$ cat config.mk
export PLATFORM = sky130hd
export DESIGN_NAME = isr_status_top
export DESIGN_NICKNAME = d
export VERILOG_FILES = /design/src/common/isr_pkg.sv /design/src/rtl/isr_status_reg.sv /design/src/rtl/isr_status_top.sv
export SDC_FILE = /design/constraint.sdc
export NUM_CORES = 1
export LEC_CHECK = 0
export BUFFER_PORTS_ARGS = -buffer_cell sky130_fd_sc_hd__clkbuf_2
export CORE_MARGIN = 5
export CORE_UTILIZATION = 45
export DETAILED_ROUTE_END_ITERATION = 8
export GPL_ROUTABILITY_DRIVEN = 0
export HOLD_SLACK_MARGIN = 0.03
export PLACE_DENSITY = 0.73
export SLEW_MARGIN = 20
export SYNTH_ARGS = -nofsm -noshare
export SYNTH_HDL_FRONTEND = slang
export SYNTH_HIERARCHICAL = 1
export SYNTH_SLANG_ARGS = --single-unit
$ cat constraint.sdc
create_clock -name clk_sys_in -period 2.5 [get_ports clk_sys_in]
set_clock_uncertainty 0.2 [all_clocks]
set_input_delay 0.125 -clock clk_sys_in [delete_from_list [all_inputs] [get_ports clk_sys_in]]
set_output_delay 0.125 -clock clk_sys_in [all_outputs]
set_load 0.005 [all_outputs]
$ cat src/common/isr_pkg.sv
// Package for the instrument status reporting block
// Notes on behaviour
// - Status flag is OR of status byte bits ANDed with poll mask bits.
// - Poll mask includes status byte bit 6, unlike request enable mask.
// - Controller writes and reads the poll mask through set and query commands.
// - Standard event register latches its sources; controller reads it by query.
// - Standard event mask enables the event register; writable and readable.
// - Operation complete bit 0 sets only after all earlier commands finished.
// - Bit 2 sets on read without query or unfetched response overwritten.
// - Bit 3 sets on device-dependent error.
// - Bit 4 sets when a valid command cannot be carried out.
// - Bit 5 sets on undefined or malformed command.
// - Bit 6 sets when local key moves device from remote to manual.
// - Bit 7 sets at power up.
// - Operation register reports actions in condition and since-read in event.
// - Operation condition bit 1 high while sensor initialises.
// - Operation condition bit 4 high while measurement runs.
// - Operation condition bit 5 high while waiting for trigger.
// - Operation condition bit 8 shows battery operation.
// - Operation condition bit 9 high during limit check.
// - Questionable bit 3 on sensor overload, bar-graph limit with external power control, or supply fault.
// - Questionable bit 9 on ratio or forward power threshold alarm.
// - Questionable bit 10 when sensor reports an exceptional condition.
// - Questionable bit 11 when burst period smaller than burst width.
// - Reading an event part returns it then clears it; others keep contents.
// - Summary bit is OR of event AND enable; feeds higher condition.
// - Falling changes gated by negative filter, rising by positive filter.
package isr_pkg;

  localparam int ISR_SEW = 8;
  localparam int ISR_SRW = 16;

  // Standard event bit positions
  localparam int ISR_SE_OPC = 0;
  localparam int ISR_SE_QRY = 2;
  localparam int ISR_SE_DEV = 3;
  localparam int ISR_SE_EXE = 4;
  localparam int ISR_SE_CMD = 5;
  localparam int ISR_SE_USR = 6;
  localparam int ISR_SE_PON = 7;

  // Operation condition bit positions
  localparam int ISR_OP_SETTING = 1;
  localparam int ISR_OP_MEASURING = 4;
  localparam int ISR_OP_TRIGGER_WAIT = 5;
  localparam int ISR_OP_BATTERY = 8;
  localparam int ISR_OP_LIMIT = 9;

  // Questionable condition bit positions
  localparam int ISR_QS_POWER = 3;
  localparam int ISR_QS_ALARM = 9;
  localparam int ISR_QS_SENSOR = 10;
  localparam int ISR_QS_BURST = 11;

  // Status byte positions of the summary bits from this block
  localparam int ISR_SB_QUES = 3;
  localparam int ISR_SB_ESB = 5;
  localparam int ISR_SB_OPER = 7;

  // Command codes
  typedef enum logic [4:0] {
    ISR_CMD_NONE = 5'h00,
    ISR_CMD_PPM_WR = 5'h01,
    ISR_CMD_PPM_RD = 5'h02,
    ISR_CMD_SEL_RD = 5'h03,
    ISR_CMD_SEM_WR = 5'h04,
    ISR_CMD_SEM_RD = 5'h05,
    ISR_CMD_FLAG_RD = 5'h06,
    ISR_CMD_OPC = 5'h07,
    ISR_CMD_CLS = 5'h08,
    ISR_CMD_OP_COND_RD = 5'h09,
    ISR_CMD_OP_EVT_RD = 5'h0A,
    ISR_CMD_OP_ENA_WR = 5'h0B,
    ISR_CMD_OP_ENA_RD = 5'h0C,
    ISR_CMD_OP_PTR_WR = 5'h0D,
    ISR_CMD_OP_PTR_RD = 5'h0E,
    ISR_CMD_OP_FALL_WR = 5'h0F,
    ISR_CMD_OP_FALL_RD = 5'h10,
    ISR_CMD_QS_COND_RD = 5'h11,
    ISR_CMD_QS_EVT_RD = 5'h12,
    ISR_CMD_QS_ENA_WR = 5'h13,
    ISR_CMD_QS_ENA_RD = 5'h14,
    ISR_CMD_QS_PTR_WR = 5'h15,
    ISR_CMD_QS_PTR_RD = 5'h16,
    ISR_CMD_QS_FALL_WR = 5'h17,
    ISR_CMD_QS_FALL_RD = 5'h18
  } isr_cmd_t;

  // Reset values
  localparam logic [ISR_SRW-1:0] ISR_PTR_RST = 16'hFFFF;
  localparam logic [ISR_SRW-1:0] ISR_ZERO16 = 16'h0000;
  localparam logic [ISR_SEW-1:0] ISR_ZERO8 = 8'h00;

  // Command request from the message parser
  typedef struct packed {
    logic valid;
    isr_cmd_t code;
    logic [ISR_SRW-1:0] data;
  } isr_req_t;

  // Standard event sources, one-cycle pulses
  typedef struct packed {
    logic query_err;
    logic device_err;
    logic exec_err;
    logic command_err;
    logic local_request;
    logic power_on;
  } isr_sevt_t;

  // Instrument condition levels
  typedef struct packed {
    logic sensor_init;
    logic measuring;
    logic trigger_wait;
    logic battery_powered;
    logic limit_check_active;
    logic sensor_overload;
    logic bargraph_limit;
    logic ext_power_ctrl;
    logic supply_fault;
    logic threshold_alarm;
    logic sensor_fault;
    logic burst_param_conflict;
  } isr_cond_t;

endpackage

$ cat src/rtl/isr_status_reg.sv
// One SCPI status register: condition, filters, event, enable, summary
`timescale 1ns/1ps
module isr_status_reg
  import isr_pkg::*;
#(
  parameter int WIDTH = 16
)
(
  input wire logic clk_sys_in,
  input wire logic rst_n_in,
  input wire logic [WIDTH-1:0] cond_in,
  input wire logic enable_wr_in,
  input wire logic ptr_wr_in,
  input wire logic fall_wr_in,
  input wire logic [WIDTH-1:0] wr_data_in,
  input wire logic event_rd_in,
  output logic [WIDTH-1:0] cond_out,
  output logic [WIDTH-1:0] event_out,
  output logic [WIDTH-1:0] enable_out,
  output logic [WIDTH-1:0] ptr_out,
  output logic [WIDTH-1:0] falling_edge_filter_out,
  output logic summary_out
);

  typedef struct packed {
    logic [WIDTH-1:0] cond;
    logic [WIDTH-1:0] evt;
    logic [WIDTH-1:0] ena;
    logic [WIDTH-1:0] ptr;
    logic [WIDTH-1:0] fall;
  } isr_sr_state_t;

  isr_sr_state_t state;
  isr_sr_state_t next_state;
  logic [WIDTH-1:0] hits;

  always_comb
  begin
    next_state = state;
    next_state.cond = cond_in;
    hits = (cond_in & ~state.cond & state.ptr) | (~cond_in & state.cond & state.fall);
    if (event_rd_in)
    begin
      next_state.evt = hits;
    end
    else
    begin
      next_state.evt = state.evt | hits;
    end
    if (enable_wr_in)
    begin
      next_state.ena = wr_data_in;
    end
    if (ptr_wr_in)
    begin
      next_state.ptr = wr_data_in;
    end
    if (fall_wr_in)
    begin
      next_state.fall = wr_data_in;
    end
  end

  always_ff @(posedge clk_sys_in)
  begin
    if (!rst_n_in)
    begin
      state.cond <= '0;
      state.evt <= '0;
      state.ena <= '0;
      state.ptr <= '1;
      state.fall <= '0;
    end
    else
    begin
      state <= next_state;
    end
  end

  assign cond_out = state.cond;
  assign event_out = state.evt;
  assign enable_out = state.ena;
  assign ptr_out = state.ptr;
  assign falling_edge_filter_out = state.fall;
  assign summary_out = |(state.evt & state.ena);

endmodule // isr_status_reg

$ cat src/rtl/isr_status_top.sv
// Top of the instrument status reporting block
`timescale 1ns/1ps
module isr_status_top
  import isr_pkg::*;
(
  input wire logic clk_sys_in,
  input wire logic rst_n_in,
  input wire isr_req_t req_in,
  input wire isr_sevt_t sevt_in,
  input wire isr_cond_t cond_in,
  input wire logic cmds_idle_in,
  input wire logic [ISR_SEW-1:0] status_byte_in,
  output logic [ISR_SRW-1:0] rsp_data_out,
  output logic rsp_valid_out,
  output logic individual_status_flag_out,
  output logic esb_summary_out,
  output logic oper_summary_out,
  output logic ques_summary_out,
  output logic [ISR_SEW-1:0] status_byte_out
);

  typedef struct packed {
    logic [ISR_SEW-1:0] standard_event_latch;
    logic [ISR_SEW-1:0] standard_event_mask;
    logic [ISR_SEW-1:0] parallel_poll_mask;
    logic opc_pending;
    logic pon_seen;
    logic [ISR_SRW-1:0] rsp_data;
    logic rsp_valid;
  } isr_top_state_t;

  isr_top_state_t state;
  isr_top_state_t next_state;

  logic [ISR_SRW-1:0] op_cond;
  logic [ISR_SRW-1:0] qs_cond;
  logic [ISR_SRW-1:0] op_event;
  logic [ISR_SRW-1:0] op_enable;
  logic [ISR_SRW-1:0] op_ptr;
  logic [ISR_SRW-1:0] op_fall;
  logic [ISR_SRW-1:0] op_cond_q;
  logic [ISR_SRW-1:0] qs_event;
  logic [ISR_SRW-1:0] qs_enable;
  logic [ISR_SRW-1:0] qs_ptr;
  logic [ISR_SRW-1:0] qs_fall;
  logic [ISR_SRW-1:0] qs_cond_q;
  logic op_sum;
  logic qs_sum;
  logic [ISR_SEW-1:0] sbyte;
  logic [ISR_SEW-1:0] sevt_hits;

  // Command decode test, used for every strobe
  function automatic logic is_cmd(input isr_req_t r, input isr_cmd_t c);
    is_cmd = r.valid && (r.code == c);
  endfunction

  function automatic logic [ISR_SRW-1:0] widen8(input logic [ISR_SEW-1:0] v);
    widen8 = {ISR_ZERO8, v};
  endfunction

  // Condition wiring of the operation register
  always_comb
  begin
    op_cond = ISR_ZERO16;
    op_cond[ISR_OP_SETTING] = cond_in.sensor_init;
    op_cond[ISR_OP_MEASURING] = cond_in.measuring;
    op_cond[ISR_OP_TRIGGER_WAIT] = cond_in.trigger_wait;
    op_cond[ISR_OP_BATTERY] = cond_in.battery_powered;
    op_cond[ISR_OP_LIMIT] = cond_in.limit_check_active;
  end

  // Condition wiring of the questionable register
  always_comb
  begin
    qs_cond = ISR_ZERO16;
    qs_cond[ISR_QS_POWER] = cond_in.sensor_overload
      | (cond_in.bargraph_limit & cond_in.ext_power_ctrl)
      | cond_in.supply_fault;
    qs_cond[ISR_QS_ALARM] = cond_in.threshold_alarm;
    qs_cond[ISR_QS_SENSOR] = cond_in.sensor_fault;
    qs_cond[ISR_QS_BURST] = cond_in.burst_param_conflict;
  end

  isr_status_reg #(
    .WIDTH(ISR_SRW)
  ) u_oper (
    .clk_sys_in(clk_sys_in),
    .rst_n_in(rst_n_in),
    .cond_in(op_cond),
    .enable_wr_in(is_cmd(req_in, ISR_CMD_OP_ENA_WR)),
    .ptr_wr_in(is_cmd(req_in, ISR_CMD_OP_PTR_WR)),
    .fall_wr_in(is_cmd(req_in, ISR_CMD_OP_FALL_WR)),
    .wr_data_in(req_in.data),
    .event_rd_in(is_cmd(req_in, ISR_CMD_OP_EVT_RD)),
    .cond_out(op_cond_q),
    .event_out(op_event),
    .enable_out(op_enable),
    .ptr_out(op_ptr),
    .falling_edge_filter_out(op_fall),
    .summary_out(op_sum)
  );

  isr_status_reg #(
    .WIDTH(ISR_SRW)
  ) u_ques (
    .clk_sys_in(clk_sys_in),
    .rst_n_in(rst_n_in),
    .cond_in(qs_cond),
    .enable_wr_in(is_cmd(req_in, ISR_CMD_QS_ENA_WR)),
    .ptr_wr_in(is_cmd(req_in, ISR_CMD_QS_PTR_WR)),
    .fall_wr_in(is_cmd(req_in, ISR_CMD_QS_FALL_WR)),
    .wr_data_in(req_in.data),
    .event_rd_in(is_cmd(req_in, ISR_CMD_QS_EVT_RD)),
    .cond_out(qs_cond_q),
    .event_out(qs_event),
    .enable_out(qs_enable),
    .ptr_out(qs_ptr),
    .falling_edge_filter_out(qs_fall),
    .summary_out(qs_sum)
  );

  always_comb
  begin
    sbyte = status_byte_in;
    sbyte[ISR_SB_QUES] = qs_sum;
    sbyte[ISR_SB_ESB] = |(state.standard_event_latch & state.standard_event_mask);
    sbyte[ISR_SB_OPER] = op_sum;
  end

  // Standard event sources
  always_comb
  begin
    sevt_hits = ISR_ZERO8;
    // completes once all earlier commands are done
    sevt_hits[ISR_SE_OPC] = (state.opc_pending | is_cmd(req_in, ISR_CMD_OPC)) & cmds_idle_in;
    sevt_hits[ISR_SE_QRY] = sevt_in.query_err;
    sevt_hits[ISR_SE_DEV] = sevt_in.device_err;
    sevt_hits[ISR_SE_EXE] = sevt_in.exec_err;
    sevt_hits[ISR_SE_CMD] = sevt_in.command_err;
    sevt_hits[ISR_SE_USR] = sevt_in.local_request;
    // power on, first cycle after reset too
    sevt_hits[ISR_SE_PON] = sevt_in.power_on | ~state.pon_seen;
  end

  always_comb
  begin
    next_state = state;
    next_state.pon_seen = 1'b1;
    next_state.rsp_valid = 1'b0;
    next_state.opc_pending = (state.opc_pending | is_cmd(req_in, ISR_CMD_OPC))
      & ~cmds_idle_in;
    // latch with read clear, set wins
    if (is_cmd(req_in, ISR_CMD_SEL_RD) || is_cmd(req_in, ISR_CMD_CLS))
    begin
      next_state.standard_event_latch = sevt_hits;
    end
    else
    begin
      next_state.standard_event_latch = state.standard_event_latch | sevt_hits;
    end
    if (is_cmd(req_in, ISR_CMD_SEM_WR))
    begin
      next_state.standard_event_mask = req_in.data[ISR_SEW-1:0];
    end
    if (is_cmd(req_in, ISR_CMD_PPM_WR))
    begin
      next_state.parallel_poll_mask = req_in.data[ISR_SEW-1:0];
    end
    if (req_in.valid)
    begin
      next_state.rsp_valid = 1'b1;
      unique case (req_in.code)
        ISR_CMD_PPM_RD: next_state.rsp_data = widen8(state.parallel_poll_mask);
        ISR_CMD_SEL_RD: next_state.rsp_data = widen8(state.standard_event_latch);
        ISR_CMD_SEM_RD: next_state.rsp_data = widen8(state.standard_event_mask);
        ISR_CMD_FLAG_RD: next_state.rsp_data = widen8({7'h00, individual_status_flag_out});
        ISR_CMD_OP_COND_RD: next_state.rsp_data = op_cond_q;
        ISR_CMD_OP_EVT_RD: next_state.rsp_data = op_event;
        ISR_CMD_OP_ENA_RD: next_state.rsp_data = op_enable;
        ISR_CMD_OP_PTR_RD: next_state.rsp_data = op_ptr;
        ISR_CMD_OP_FALL_RD: next_state.rsp_data = op_fall;
        ISR_CMD_QS_COND_RD: next_state.rsp_data = qs_cond_q;
        ISR_CMD_QS_EVT_RD: next_state.rsp_data = qs_event;
        ISR_CMD_QS_ENA_RD: next_state.rsp_data = qs_enable;
        ISR_CMD_QS_PTR_RD: next_state.rsp_data = qs_ptr;
        ISR_CMD_QS_FALL_RD: next_state.rsp_data = qs_fall;
        default: next_state.rsp_valid = 1'b0;
      endcase
    end
  end

  always_ff @(posedge clk_sys_in)
  begin
    if (!rst_n_in)
    begin
      state.standard_event_latch <= ISR_ZERO8;
      state.standard_event_mask <= ISR_ZERO8;
      state.parallel_poll_mask <= ISR_ZERO8;
      state.opc_pending <= 1'b0;
      state.pon_seen <= 1'b0;
      state.rsp_data <= ISR_ZERO16;
      state.rsp_valid <= 1'b0;
    end
    else
    begin
      state <= next_state;
    end
  end

  // flag from all eight bits, bit 6 included
  assign individual_status_flag_out = |(sbyte & state.parallel_poll_mask);
  assign rsp_data_out = state.rsp_data;
  assign rsp_valid_out = state.rsp_valid;
  assign esb_summary_out = sbyte[ISR_SB_ESB];
  assign oper_summary_out = op_sum;
  assign ques_summary_out = qs_sum;
  assign status_byte_out = sbyte;

endmodule // isr_status_top

==> results of run 1 <==
==> per-stage QoR <==
| stage | area [um^2] | power, mW | instances | utilization |
|---|---|---|---|---|
| 2_1_floorplan | 9565 | 3.817 | 1024 | - |
| 3_3_place_gp | 10650 | 4.089 | 1393 | 0.5248 |
| 3_5_place_dp | 10650 | 4.099 | 1393 | 0.5248 |
| 4_1_cts | 11780 | 7.414 | 1469 | 0.5802 |
| 5_1_grt | 11790 | 7.607 | 1470 | 0.5806 |
| 6_report | 11790 | 7.363 | 1470 | 0.5806 |
==> placed cells by master, fill, tap and decap left out, types with 4 or more instances in the layout <==
cell type / count
mux2i_1: 116
a22oi_1: 26
a221oi_1: 31
dlygate4sd3_1: 37
and2_1: 33
nand3b_1: 33
o21ai_1: 4
nand2b_1: 7
a221oi_2: 4
a22o_1: 34
a222oi_1: 6
a31oi_1: 6
buf_4: 99
clkinv_2: 4
clkbuf_16: 22
nor2b_1: 98
o21ai_0: 38
nand3_1: 10
and3_1: 10
nor2_1: 29
o2bb2ai_1: 8
clkbuf_1: 5
nand2_1: 78
clkbuf_2: 75
dfxtp_1: 200
nor3_2: 10
o21a_1: 32
buf_12: 8
nor4_2: 4
a21oi_1: 11
conb_1: 69
nand4_1: 4
==> what timing repair did <==
action | in CTS | in global routing
hold buffers | 37 | 0
resized for setup | 5 | 1
pin swaps | 7 | 2
endpoints found under the setup margin | 2 | 2
endpoints found under the hold margin | 150 | 0
setup buffers | 2 | 0
==> routing by layer <==
layer | track usage | vias up
li1 | - | 3833
met1 | 0.3236 | 3878
met2 | 0.3729 | 387
met3 | 0.03935 | 80
met4 | 0.08116 | 0
met5 | 0 | -
==> power by group through the flow <==
| stage | clock [mW] | combinational [mW] | sequential (mW) |
|---|---|---|---|
| 2_1_floorplan | 0 | 0.372 | 3.45 |
| 3_3_place_gp | 0 | 0.630 | 3.46 |
| 5_1_grt | 3.44 | 0.755 | 3.41 |
| 3_5_place_dp | 0 | 0.634 | 3.46 |
| 4_1_cts | 3.33 | 0.684 | 3.40 |
| 6_report | 3.26 | 0.700 | 3.40 |
==> path summary, 6_finish.rpt <==
kind | endpoint
setup / recovery | rsp_data_out[0]$_SDFFE_PN0P_
hold / removal | rsp_data_out[0]$_SDFFE_PN0P_
setup reg to reg | rsp_data_out[0]$_SDFFE_PN0P_
hold reg to reg | state[42]$_SDFF_PN0_
==> layout make-up <==
type,instances,share of cell area
timing repair buffer,219,0.1399
inverter,4,0.001274
clock buffer,28,0.04947
sequential,202,0.3433
clock inverter,9,0.01147
multi-input combinational,737,0.4257
tap,270,0.02866
antenna,1,0.0002123
==> worst register-to-register path: cells and delay by family, from the launching register on <==
family                 cells  cell delay (ps)
buffers and inverters      1              180
flip-flops                 1              320
AO/OA/AOI/OAI              4              980
AND/OR/NAND/NOR            5              900
==> cells by family (layout without fill, tap and decap cells) <==
kind of cell | Yosys count | in the layout | synth area share
AO/OA/AOI/OAI | 211 | 211 | 0.1680
XOR/XNOR | 1 | 1 | 0.0009409
adder cells (fa/ha/maj) | 1 | 1 | 0.001075
buffers and inverters | 85 | 260 | 0.06236
flip-flops | 202 | 202 | 0.4344
multiplexers | 117 | 117 | 0.1259
other | 1 | 70 | 0.0004028
AND/OR/NAND/NOR | 338 | 338 | 0.2070
==> results.sh, run 1 <==
export IMPL_area_delta_synth_final_pct=26.60
export IMPL_overflow=0
export IMPL_grt_pass1_vias=7960
export IMPL_grt_pass1_wl_mm=44.77
export IMPL_vias=8178
export IMPL_period_needed_ps=2700
export IMPL_clock_latency_ps=520
export IMPL_detail_route_antenna_nets=0
export IMPL_yosysUniqueCellTypes=52
export IMPL_viasPerCell=5.563
export IMPL_ys_ff_latch=202
export IMPL_ys_top_cells_by_count="202 x dfxtp_1, 116 x mux2i_1, 98 x nor2b_1, 78 x nand2_1, 38 x o21ai_0"
export IMPL_chipHeight_um=153.8
export IMPL_hold_depth=5
export IMPL_cts_tree="built"
export IMPL_rows=52
export IMPL_cp_cell_sequence="a22o_1 > a221oi_1 > buf_4 > nand4_1 > a22oi_1 > nand3_1 > nand4_1 > nand4_1 > or4_1 > a32o_1"
export IMPL_async_flop_share=0
export IMPL_power_frac_comb=0.095
export IMPL_hp_class="input pin to register"
export IMPL_cellPowerDensity_mw_per_mm2=624.7
export IMPL_ys_seq_area_frac=0.4344
export IMPL_rsz0062_at_grt="true"
export IMPL_nets=1237
export IMPL_synth_edff_count=0
export IMPL_hold_ws_ps=99.26
export IMPL_post_route_period_util=1.080
export IMPL_io_buffers=76
export IMPL_grt_max_degree=161
export IMPL_crit_type="register to register"
export IMPL_crit_required_ps=2700
export IMPL_drt_iter0_markers=900
export IMPL_antenna_found_initial=1
export IMPL_synth_top_cell_area_share=0.4344
export IMPL_synth_area_per_cell_um2=9.739
export IMPL_r2r_start="u_ques/event_out[14]$_SDFF_PN0_"
export IMPL_p_int_mw=5.616
export IMPL_setup_worst_path_start="u_ques/event_out[14]$_SDFF_PN0_"
export IMPL_first_pass_iters=5
export IMPL_synth_most_common_cell="dfxtp_1"
export IMPL_synth_cells=956
export IMPL_coreArea_mm2=0.02030
export IMPL_drive_gt1_frac=0.2002
export IMPL_hpwl_mm=19.32
export IMPL_swShare=0.2372
export IMPL_p_clk_frac=0.443
export IMPL_dp_slack_ps=-405.3
export IMPL_clock_sinks=202
export IMPL_max_freq_ghz=0.3704
export IMPL_hp_start="req_in[17]"
export IMPL_drc=0
export IMPL_fin_tns_setup_ps=-348.2
export IMPL_n_fill_cell=1774
export IMPL_path_buf_inv=1
export IMPL_start_util=0.4586
export IMPL_path_max_fanout=2
export IMPL_reg2reg_slack_ps=-200
export IMPL_slowest_stage="or4_1"
export IMPL_worstPathArrival_ps=2900
export IMPL_worst_pin_slew_ps=745.4
export IMPL_m1WireLength_mm=12.75
export IMPL_r2r_cells=10
export IMPL_p_leak_nw=4.602
export IMPL_setup_ws_ps=-199.8
export IMPL_top_layer="met4"
export IMPL_max_slew_margin=0.5025
export IMPL_finalSetupViolCount=2
export IMPL_htree_levels=1
export IMPL_routedWlPerCell_um=19.58
export IMPL_crit_top_cell="nand4_1"
export IMPL_drv_cap=0
export IMPL_wl_met3_mm=2.408
export IMPL_critPathTopFamily="compound AO/OA/AOI/OAI gates"
export IMPL_yosys_area_top_type="dfxtp_1"
export IMPL_seq_area_mm2=0.004046
export IMPL_clockBufferDepth=3
export IMPL_die_width_um=153.8
export IMPL_largest_reg_flops=25
export IMPL_io_pins=80
export IMPL_multi_input_area_mm2=0.005017
export IMPL_status="finished with violations"
export IMPL_dieArea_mm2=0.02367
export IMPL_synth_ff_type="dfxtp_1"
export IMPL_cp_depth=10
export IMPL_power_switching_mw=1.746
export IMPL_clk_pin_slew_worst_paths_ps=60
export IMPL_maxSlewViolCount=0
export IMPL_synthesis_area_mm2=0.009310
export IMPL_final_hold_viol_count=0
export IMPL_root_buffer="clkbuf_16"
export IMPL_cp_end_kind="register"
export IMPL_violations="setup timing"
export IMPL_regMostFlops="state"
export IMPL_p_seq_frac=0.462
export IMPL_yosysWarnings=6
export IMPL_met2WireLength_mm=12.58
export IMPL_slowest_delay_ps=420
export IMPL_grt_usage=0.2344
export IMPL_peakVddDrop_mv=0.5362
export IMPL_critPathLaunchType="register"
export IMPL_synthTopCellsByArea="dfxtp_1 43%, mux2i_1 12%, nor2b_1 6.6%"
export IMPL_cts_made_buffers=22
export IMPL_routed_wl_mm=28.78
No activity file was read; power rests on OpenSTA's default activity.
==> inputs of run 2 (changes only) <==
--- a/config.mk
+++ b/config.mk
@@ -7,11 +7,11 @@
 export LEC_CHECK = 0
 export BUFFER_PORTS_ARGS = -buffer_cell sky130_fd_sc_hd__clkbuf_2
 export CORE_MARGIN = 5
-export CORE_UTILIZATION = 45
+export CORE_UTILIZATION = 55
 export DETAILED_ROUTE_END_ITERATION = 8
 export GPL_ROUTABILITY_DRIVEN = 0
 export HOLD_SLACK_MARGIN = 0.03
-export PLACE_DENSITY = 0.73
+export PLACE_DENSITY = 0.85
 export SLEW_MARGIN = 20
 export SYNTH_ARGS = -nofsm -noshare
 export SYNTH_HDL_FRONTEND = slang
==> run 2 against run 1 <==
Compared with the run above:
- the flow still finishes with violations (setup timing)
- worst setup slack worse by 1.6 ps
- sequential power hardly changed
- core utilization is 12 points higher
- critical path type is now register to output port
==> results.sh, run 2 (synthesis gave the netlist of run 1 again) <==
export IMPL_n_fill_cell=1214
export IMPL_cellPowerDensity_mw_per_mm2=611.6
export IMPL_rsz0062_at_grt="true"
export IMPL_peakVddDrop_mv=0.6697
export IMPL_post_route_period_util=1.081
export IMPL_cp_cell_sequence="a22o_1 > a221oi_2 > nand4_1 > a222oi_1 > nand3_1 > nand2b_1 > clkbuf_2"
export IMPL_period_needed_ps=2701
export IMPL_crit_required_ps=2170
export IMPL_violations="setup timing"
export IMPL_worst_pin_slew_ps=667.2
export IMPL_antenna_found_initial=0
export IMPL_cts_tree="built"
export IMPL_max_freq_ghz=0.3702
export IMPL_post_dp_cell_area_mm2=0.01054
export IMPL_drc=0
export IMPL_final_area_mm2=0.01166
export IMPL_io_buffers=76
export IMPL_detail_route_antenna_nets=0
export IMPL_finalPower_mw=7.133
export IMPL_htree_levels=1
export IMPL_max_slew_margin=0.5547
export IMPL_clockBufferDepth=3
export IMPL_hp_class="input pin to register"
export IMPL_clock_sinks=202
export IMPL_drv_cap=0
export IMPL_coreArea_mm2=0.01658
export IMPL_nets=1238
export IMPL_first_pass_iters=8
export IMPL_worstPathArrival_ps=2380
export IMPL_area_delta_synth_final_pct=25.28
export IMPL_crit_type="register to output port"
export IMPL_io_pins=80
export IMPL_dieArea_mm2=0.01963
export IMPL_slowest_stage="dfxtp_2"
export IMPL_layout_commonest_cell="dfxtp_1"
export IMPL_chipHeight_um=140.1
export IMPL_overflow=0
export IMPL_cp_end_kind="output port"
export IMPL_rows=47
export IMPL_slowest_delay_ps=320
export IMPL_p_leak_nw=4.574
export IMPL_path_buf_inv=1
export IMPL_fin_tns_setup_ps=-401.3
export IMPL_clock_latency_ps=510
export IMPL_grt_pass1_wl_mm=46.61
export IMPL_vias=8466
export IMPL_start_util=0.5614
export IMPL_status="finished with violations"
export IMPL_routed_wl_mm=29.95
export IMPL_largest_reg_flops=25
export IMPL_final_cell_mix="199 x dfxtp_1, 116 x mux2i_1, 98 x nor2b_1, 97 x buf_4, 78 x nand2_1"
export IMPL_critPathTopFamily="compound AO/OA/AOI/OAI gates"
export IMPL_regMostFlops="state"
export IMPL_final_hold_viol_count=0
export IMPL_dp_slack_ps=-352.4
export IMPL_grt_max_degree=116
export IMPL_grt_pass1_vias=8550
export IMPL_die_width_um=140.1
export IMPL_maxSlewViolCount=0
export IMPL_finalSetupViolCount=2
export IMPL_viasPerCell=5.962
export IMPL_path_max_fanout=2
export IMPL_critPathLaunchType="register"
export IMPL_setup_ws_ps=-201.4
export IMPL_hpwl_mm=19.07
export IMPL_clk_pin_slew_worst_paths_ps=60
export IMPL_drt_iter0_markers=960
export IMPL_drive_gt1_frac=0.1950
export IMPL_cts_made_buffers=22
export IMPL_diodes=0
export IMPL_routedWlPerCell_um=21.09
export IMPL_grt_usage=0.2936
export IMPL_root_buffer="clkbuf_16"
-- run 2: path summary, 6_finish.rpt --
kind	slack, ps	cells past startpoint	end	startpoint
setup / recovery	-200	7	individual_status_flag_out	u_oper/event_out[11]$_SDFF_PN0_
setup reg to reg	-200	9	rsp_data_out[0]$_SDFFE_PN0P_	u_oper/event_out[11]$_SDFF_PN0_
hold / removal	70	4	rsp_data_out[3]$_SDFFE_PN0P_	req_in[20]
hold reg to reg	260	1	rsp_data_out[14]$_SDFFE_PN0P_	rsp_data_out[14]$_SDFFE_PN0P_
-- run 2: where the power goes --
group | switching, mW | leakage (nW) | internal [mW]
Clock | 1.29 | 0.314 | 1.72
Combinational | 0.382 | 2.61 | 0.333
Sequential | 0.0824 | 1.65 | 3.33
-- run 2: per-layer routing --
metal,wire length (um),global-route usage,up-vias,part of all wire
li1,-,-,3830,-
met3,2986,0.05930,111,0.10
met2,13700,0.4783,536,0.46
met1,11810,0.3736,3989,0.39
met4,1450,0.1407,0,0.048
met5,0,0,-,0
-- run 2: layout make-up --
class                      instances  area (um^2)  share of cell area
multi-input combinational        737         5024              0.4307
inverter                           4        15.01            0.001287
clock buffer                      34        625.6             0.05364
timing repair buffer             220         1644              0.1410
tap                              220        275.3             0.02360
sequential                       202         4048              0.3470
clock inverter                     3        32.53            0.002789
-- run 2: worst reg2reg max path: cells and delay by family, from the launching register on --
family | cells | cell delay, ps
and+or+nand+nor | 5 | 1010
AOI/OAI and AO/OA | 4 | 1070
DFF | 1 | 320
-- run 2: what timing repair did --
item                       4_1_cts  5_1_grt
setup buffers                    1        0
pin swaps                        8        3
setup endpoints to repair        2        2
gates resized for setup          6        2
hold endpoints to repair       160        0
hold buffers                    42        0
-- run 2: through the flow --
stage / hold slack (ps) / util / cells
CTS: 39.56 / 0.7032 / 1420
detailed placement: 129.7 / 0.6357 / 1340
floorplan: -47.28 / - / 1024
finish: 68.88 / 0.7033 / 1420
global placement: 120.7 / 0.6357 / 1340
global route: 101.2 / 0.7033 / 1420
==> inputs of run 3 (changes only) <==
--- a/config.mk
+++ b/config.mk
@@ -5,6 +5,7 @@
 export SDC_FILE = /design/constraint.sdc
 export NUM_CORES = 1
 export LEC_CHECK = 0
+export ABC_AREA = 1
 export BUFFER_PORTS_ARGS = -buffer_cell sky130_fd_sc_hd__clkbuf_2
 export CORE_MARGIN = 5
 export CORE_UTILIZATION = 55
==> run 3 against run 2 <==
Compared with the run above:
- the run now ends clean
- cell area decreased by 3.9%
- hold slack got worse by 29 ps
- maximum frequency increased by 18%
- global-route usage increased by 0.31 points
- synthesized area increased by 2.8%
- critical endpoint unchanged
- largest cell class unchanged
- largest power group unchanged
- highest routed layer unchanged
==> results.sh, run 3 <==
export IMPL_status="completed"
export IMPL_finalSetupViolCount=0
export IMPL_cts_made_buffers=21
export IMPL_htree_levels=1
export IMPL_synthTopCellsByArea="dfxtp_1 42%, nand2_1 19%, nor2_1 8.9%"
export IMPL_drv_cap=0
export IMPL_synth_top_cell_area_share=0.4224
export IMPL_p_leak_nw=5.823
export IMPL_synth_cells=1484
export IMPL_hold_depth=5
export IMPL_clk_pin_slew_worst_paths_ps=60
export IMPL_cp_end_kind="output port"
export IMPL_yosysUniqueCellTypes=27
export IMPL_critPathLaunchType="register"
export IMPL_hp_class="input pin to register"
export IMPL_finalPower_mw=7.070
export IMPL_ys_seq_area_frac=0.4224
export IMPL_grt_max_degree=127
export IMPL_crit_required_ps=2170
export IMPL_cts_hold_buf=38
export IMPL_rows=48
export IMPL_synth_ff_type="dfxtp_1"
export IMPL_io_buffers=76
export IMPL_vias=10167
export IMPL_clockBufferDepth=3
export IMPL_coreArea_mm2=0.01718
export IMPL_die_width_um=141.9
export IMPL_grt_pass1_wl_mm=48.16
export IMPL_drive_gt1_frac=0.1036
export IMPL_routed_wl_mm=30.35
export IMPL_multi_input_area_mm2=0.004621
export IMPL_synth_fa_ha_area_frac=0
export IMPL_nets=1669
export IMPL_clock_latency_ps=510
export IMPL_yosys_area_top_type="dfxtp_1"
export IMPL_yosysWarnings=6
export IMPL_ys_ff_latch=202
export IMPL_setup_worst_path_start="u_oper/enable_out[4]$_SDFFE_PN0P_"
export IMPL_yosys_area_share_simple=0.3802
export IMPL_dieArea_mm2=0.02015
export IMPL_layout_commonest_cell="nand2_1"
export IMPL_grt_usage=0.2967
export IMPL_drc=0
export IMPL_reg2reg_slack_ps=480
export IMPL_period_needed_ps=2298
export IMPL_cts_resized=0
export IMPL_n_fill_cell=1463
export IMPL_worstPathArrival_ps=1970
export IMPL_largest_reg_flops=25
export IMPL_ys_top_cells_by_count="483 x nand2_1, 226 x nor2_1, 202 x dfxtp_1, 148 x nand3_1, 136 x inv_1"
export IMPL_area_delta_synth_final_pct=17.04
export IMPL_r2r_start="u_oper/enable_out[4]$_SDFFE_PN0P_"
export IMPL_drt_iter0_markers=1359
export IMPL_crit_type="register to output port"
export IMPL_max_freq_ghz=0.4352
export IMPL_cellPowerDensity_mw_per_mm2=630.9
export IMPL_detail_route_antenna_nets=0
export IMPL_worst_pin_slew_ps=658.5
export IMPL_final_cell_mix="483 x nand2_1, 226 x nor2_1, 202 x dfxtp_1, 148 x nand3_1, 136 x inv_1"
export IMPL_async_flop_share=0
export IMPL_synthMuxAreaShare=0
export IMPL_synthXorXnorAreaFrac=0
export IMPL_grt_pass1_vias=9541
export IMPL_maxSlewViolCount=0
export IMPL_regMostFlops="state"
export IMPL_whs_endpoint="state[20]$_SDFFE_PN0P_"
export IMPL_r2r_cells=16
export IMPL_root_buffer="clkbuf_16"
export IMPL_first_pass_iters=7
export IMPL_synth_most_common_cell="nand2_1"
export IMPL_overflow=0
export IMPL_viasPerCell=5.478
export IMPL_start_util=0.5574
export IMPL_final_hold_viol_count=0
export IMPL_clock_sinks=202
export IMPL_synth_compound_area_frac=0.08285
export IMPL_io_pins=80
export IMPL_fin_tns_setup_ps=0
export IMPL_max_slew_margin=0.5605
export IMPL_diodes=0
export IMPL_peakVddDrop_mv=0.5333
export IMPL_post_route_period_util=0.9190
export IMPL_path_max_fanout=3
export IMPL_r2r_end="rsp_data_out[0]$_SDFFE_PN0P_"
export IMPL_synth_top_family_by_area="simple AND/OR/NAND/NOR gates"
export IMPL_setup_ws_ps=202.4
export IMPL_synth_edff_count=0
export IMPL_synthesis_area_mm2=0.009574
export IMPL_dp_slack_ps=320.2
export IMPL_antenna_found_initial=0
export IMPL_rsz0062_at_grt="false"
export IMPL_seq_area_mm2=0.004044
export IMPL_chipHeight_um=141.9
export IMPL_synth_area_per_cell_um2=6.452
export IMPL_post_cts_buffers=0
export IMPL_routedWlPerCell_um=16.35
export IMPL_hpwl_mm=19.24
export IMPL_hp_start="req_in[20]"
export IMPL_cts_tree="built"
[run 3: changes by cell type after synthesis, sizes merged, moves of 26 or more]
cell | previous run | this run
a21oi | 11 | 54
a221oi | 35 | 0
mux2i | 116 | 0
inv | 3 | 152
nand3 | 10 | 149
nor2b | 98 | 0
and2 | 33 | 0
o21ai | 42 | 91
nand3b | 33 | 0
o21a | 32 | 0
nand2 | 78 | 483
a22oi | 26 | 0
a22o | 34 | 4
nor2 | 32 | 236
[run 3: worst max-delay path, cell delays in order (launching register included)]
cell	delay [ps]
dfxtp_1	330
nand2_1	90
nand2_1	60
inv_1	40
nand2_1	90
nor2_1	130
nand2_1	160
nand2_1	130
nand4_1	110
nor2_1	100
nand2_1	100
clkbuf_2	130
[run 3: cells by family (layout without fill, tap and decap cells)]
group,after synthesis,in the layout
AOI/OAI and AO/OA,153,153
buffers and inverters,234,336
DFF,202,202
other,1,46
and+or+nand+nor,894,894
[run 3: power by group]
| group | internal [mW] | leakage, nW | total (mW) | switching (mW) |
|---|---|---|---|---|
| sequential | 3.34 | 1.65 | 3.44 | 0.0960 |
| clock | 1.72 | 0.321 | 2.99 | 1.26 |
| combinational | 0.234 | 3.85 | 0.649 | 0.415 |
[run 3: final cells by class]
class | instances | area share
timing repair buffer | 147 | 0.09245
multi-input combinational | 1093 | 0.4124
clock buffer | 33 | 0.05628
inverter | 153 | 0.05125
clock inverter | 3 | 0.001675
sequential | 202 | 0.3609
tap | 225 | 0.02512
[run 3: metal layers]
metal  routed length (um)  part of all wire  GRT usage  vias up
met4                 1522             0.050     0.1318        0
li1                     -                 -          -     4841
met1                11530              0.38     0.3735     4488
met2                13510              0.45     0.4895      690
met3                 3783              0.12    0.06653      148
met5                    0                 0          0        -
[run 3: stage by stage]
stage	utilization	cell area (um^2)	hold slack (ps)	cells
3_5_place_dp	0.5924	10180	124.6	1782
3_3_place_gp	0.5924	10180	108.9	1782
2_1_floorplan	-	9743	-47.28	1529
4_1_cts	0.6524	11210	32.50	1856
5_1_grt	0.6524	11210	80.02	1856
6_report	0.6524	11210	39.98	1856
[run 3: worst max path at each step]
stage,end
detailed placement,rsp_data_out[9]$_SDFFE_PN0P_
CTS,individual_status_flag_out
global placement,rsp_data_out[10]$_SDFFE_PN0P_
global route,individual_status_flag_out
floorplan,u_oper/enable_out[10]$_SDFFE_PN0P_
finish,individual_status_flag_out
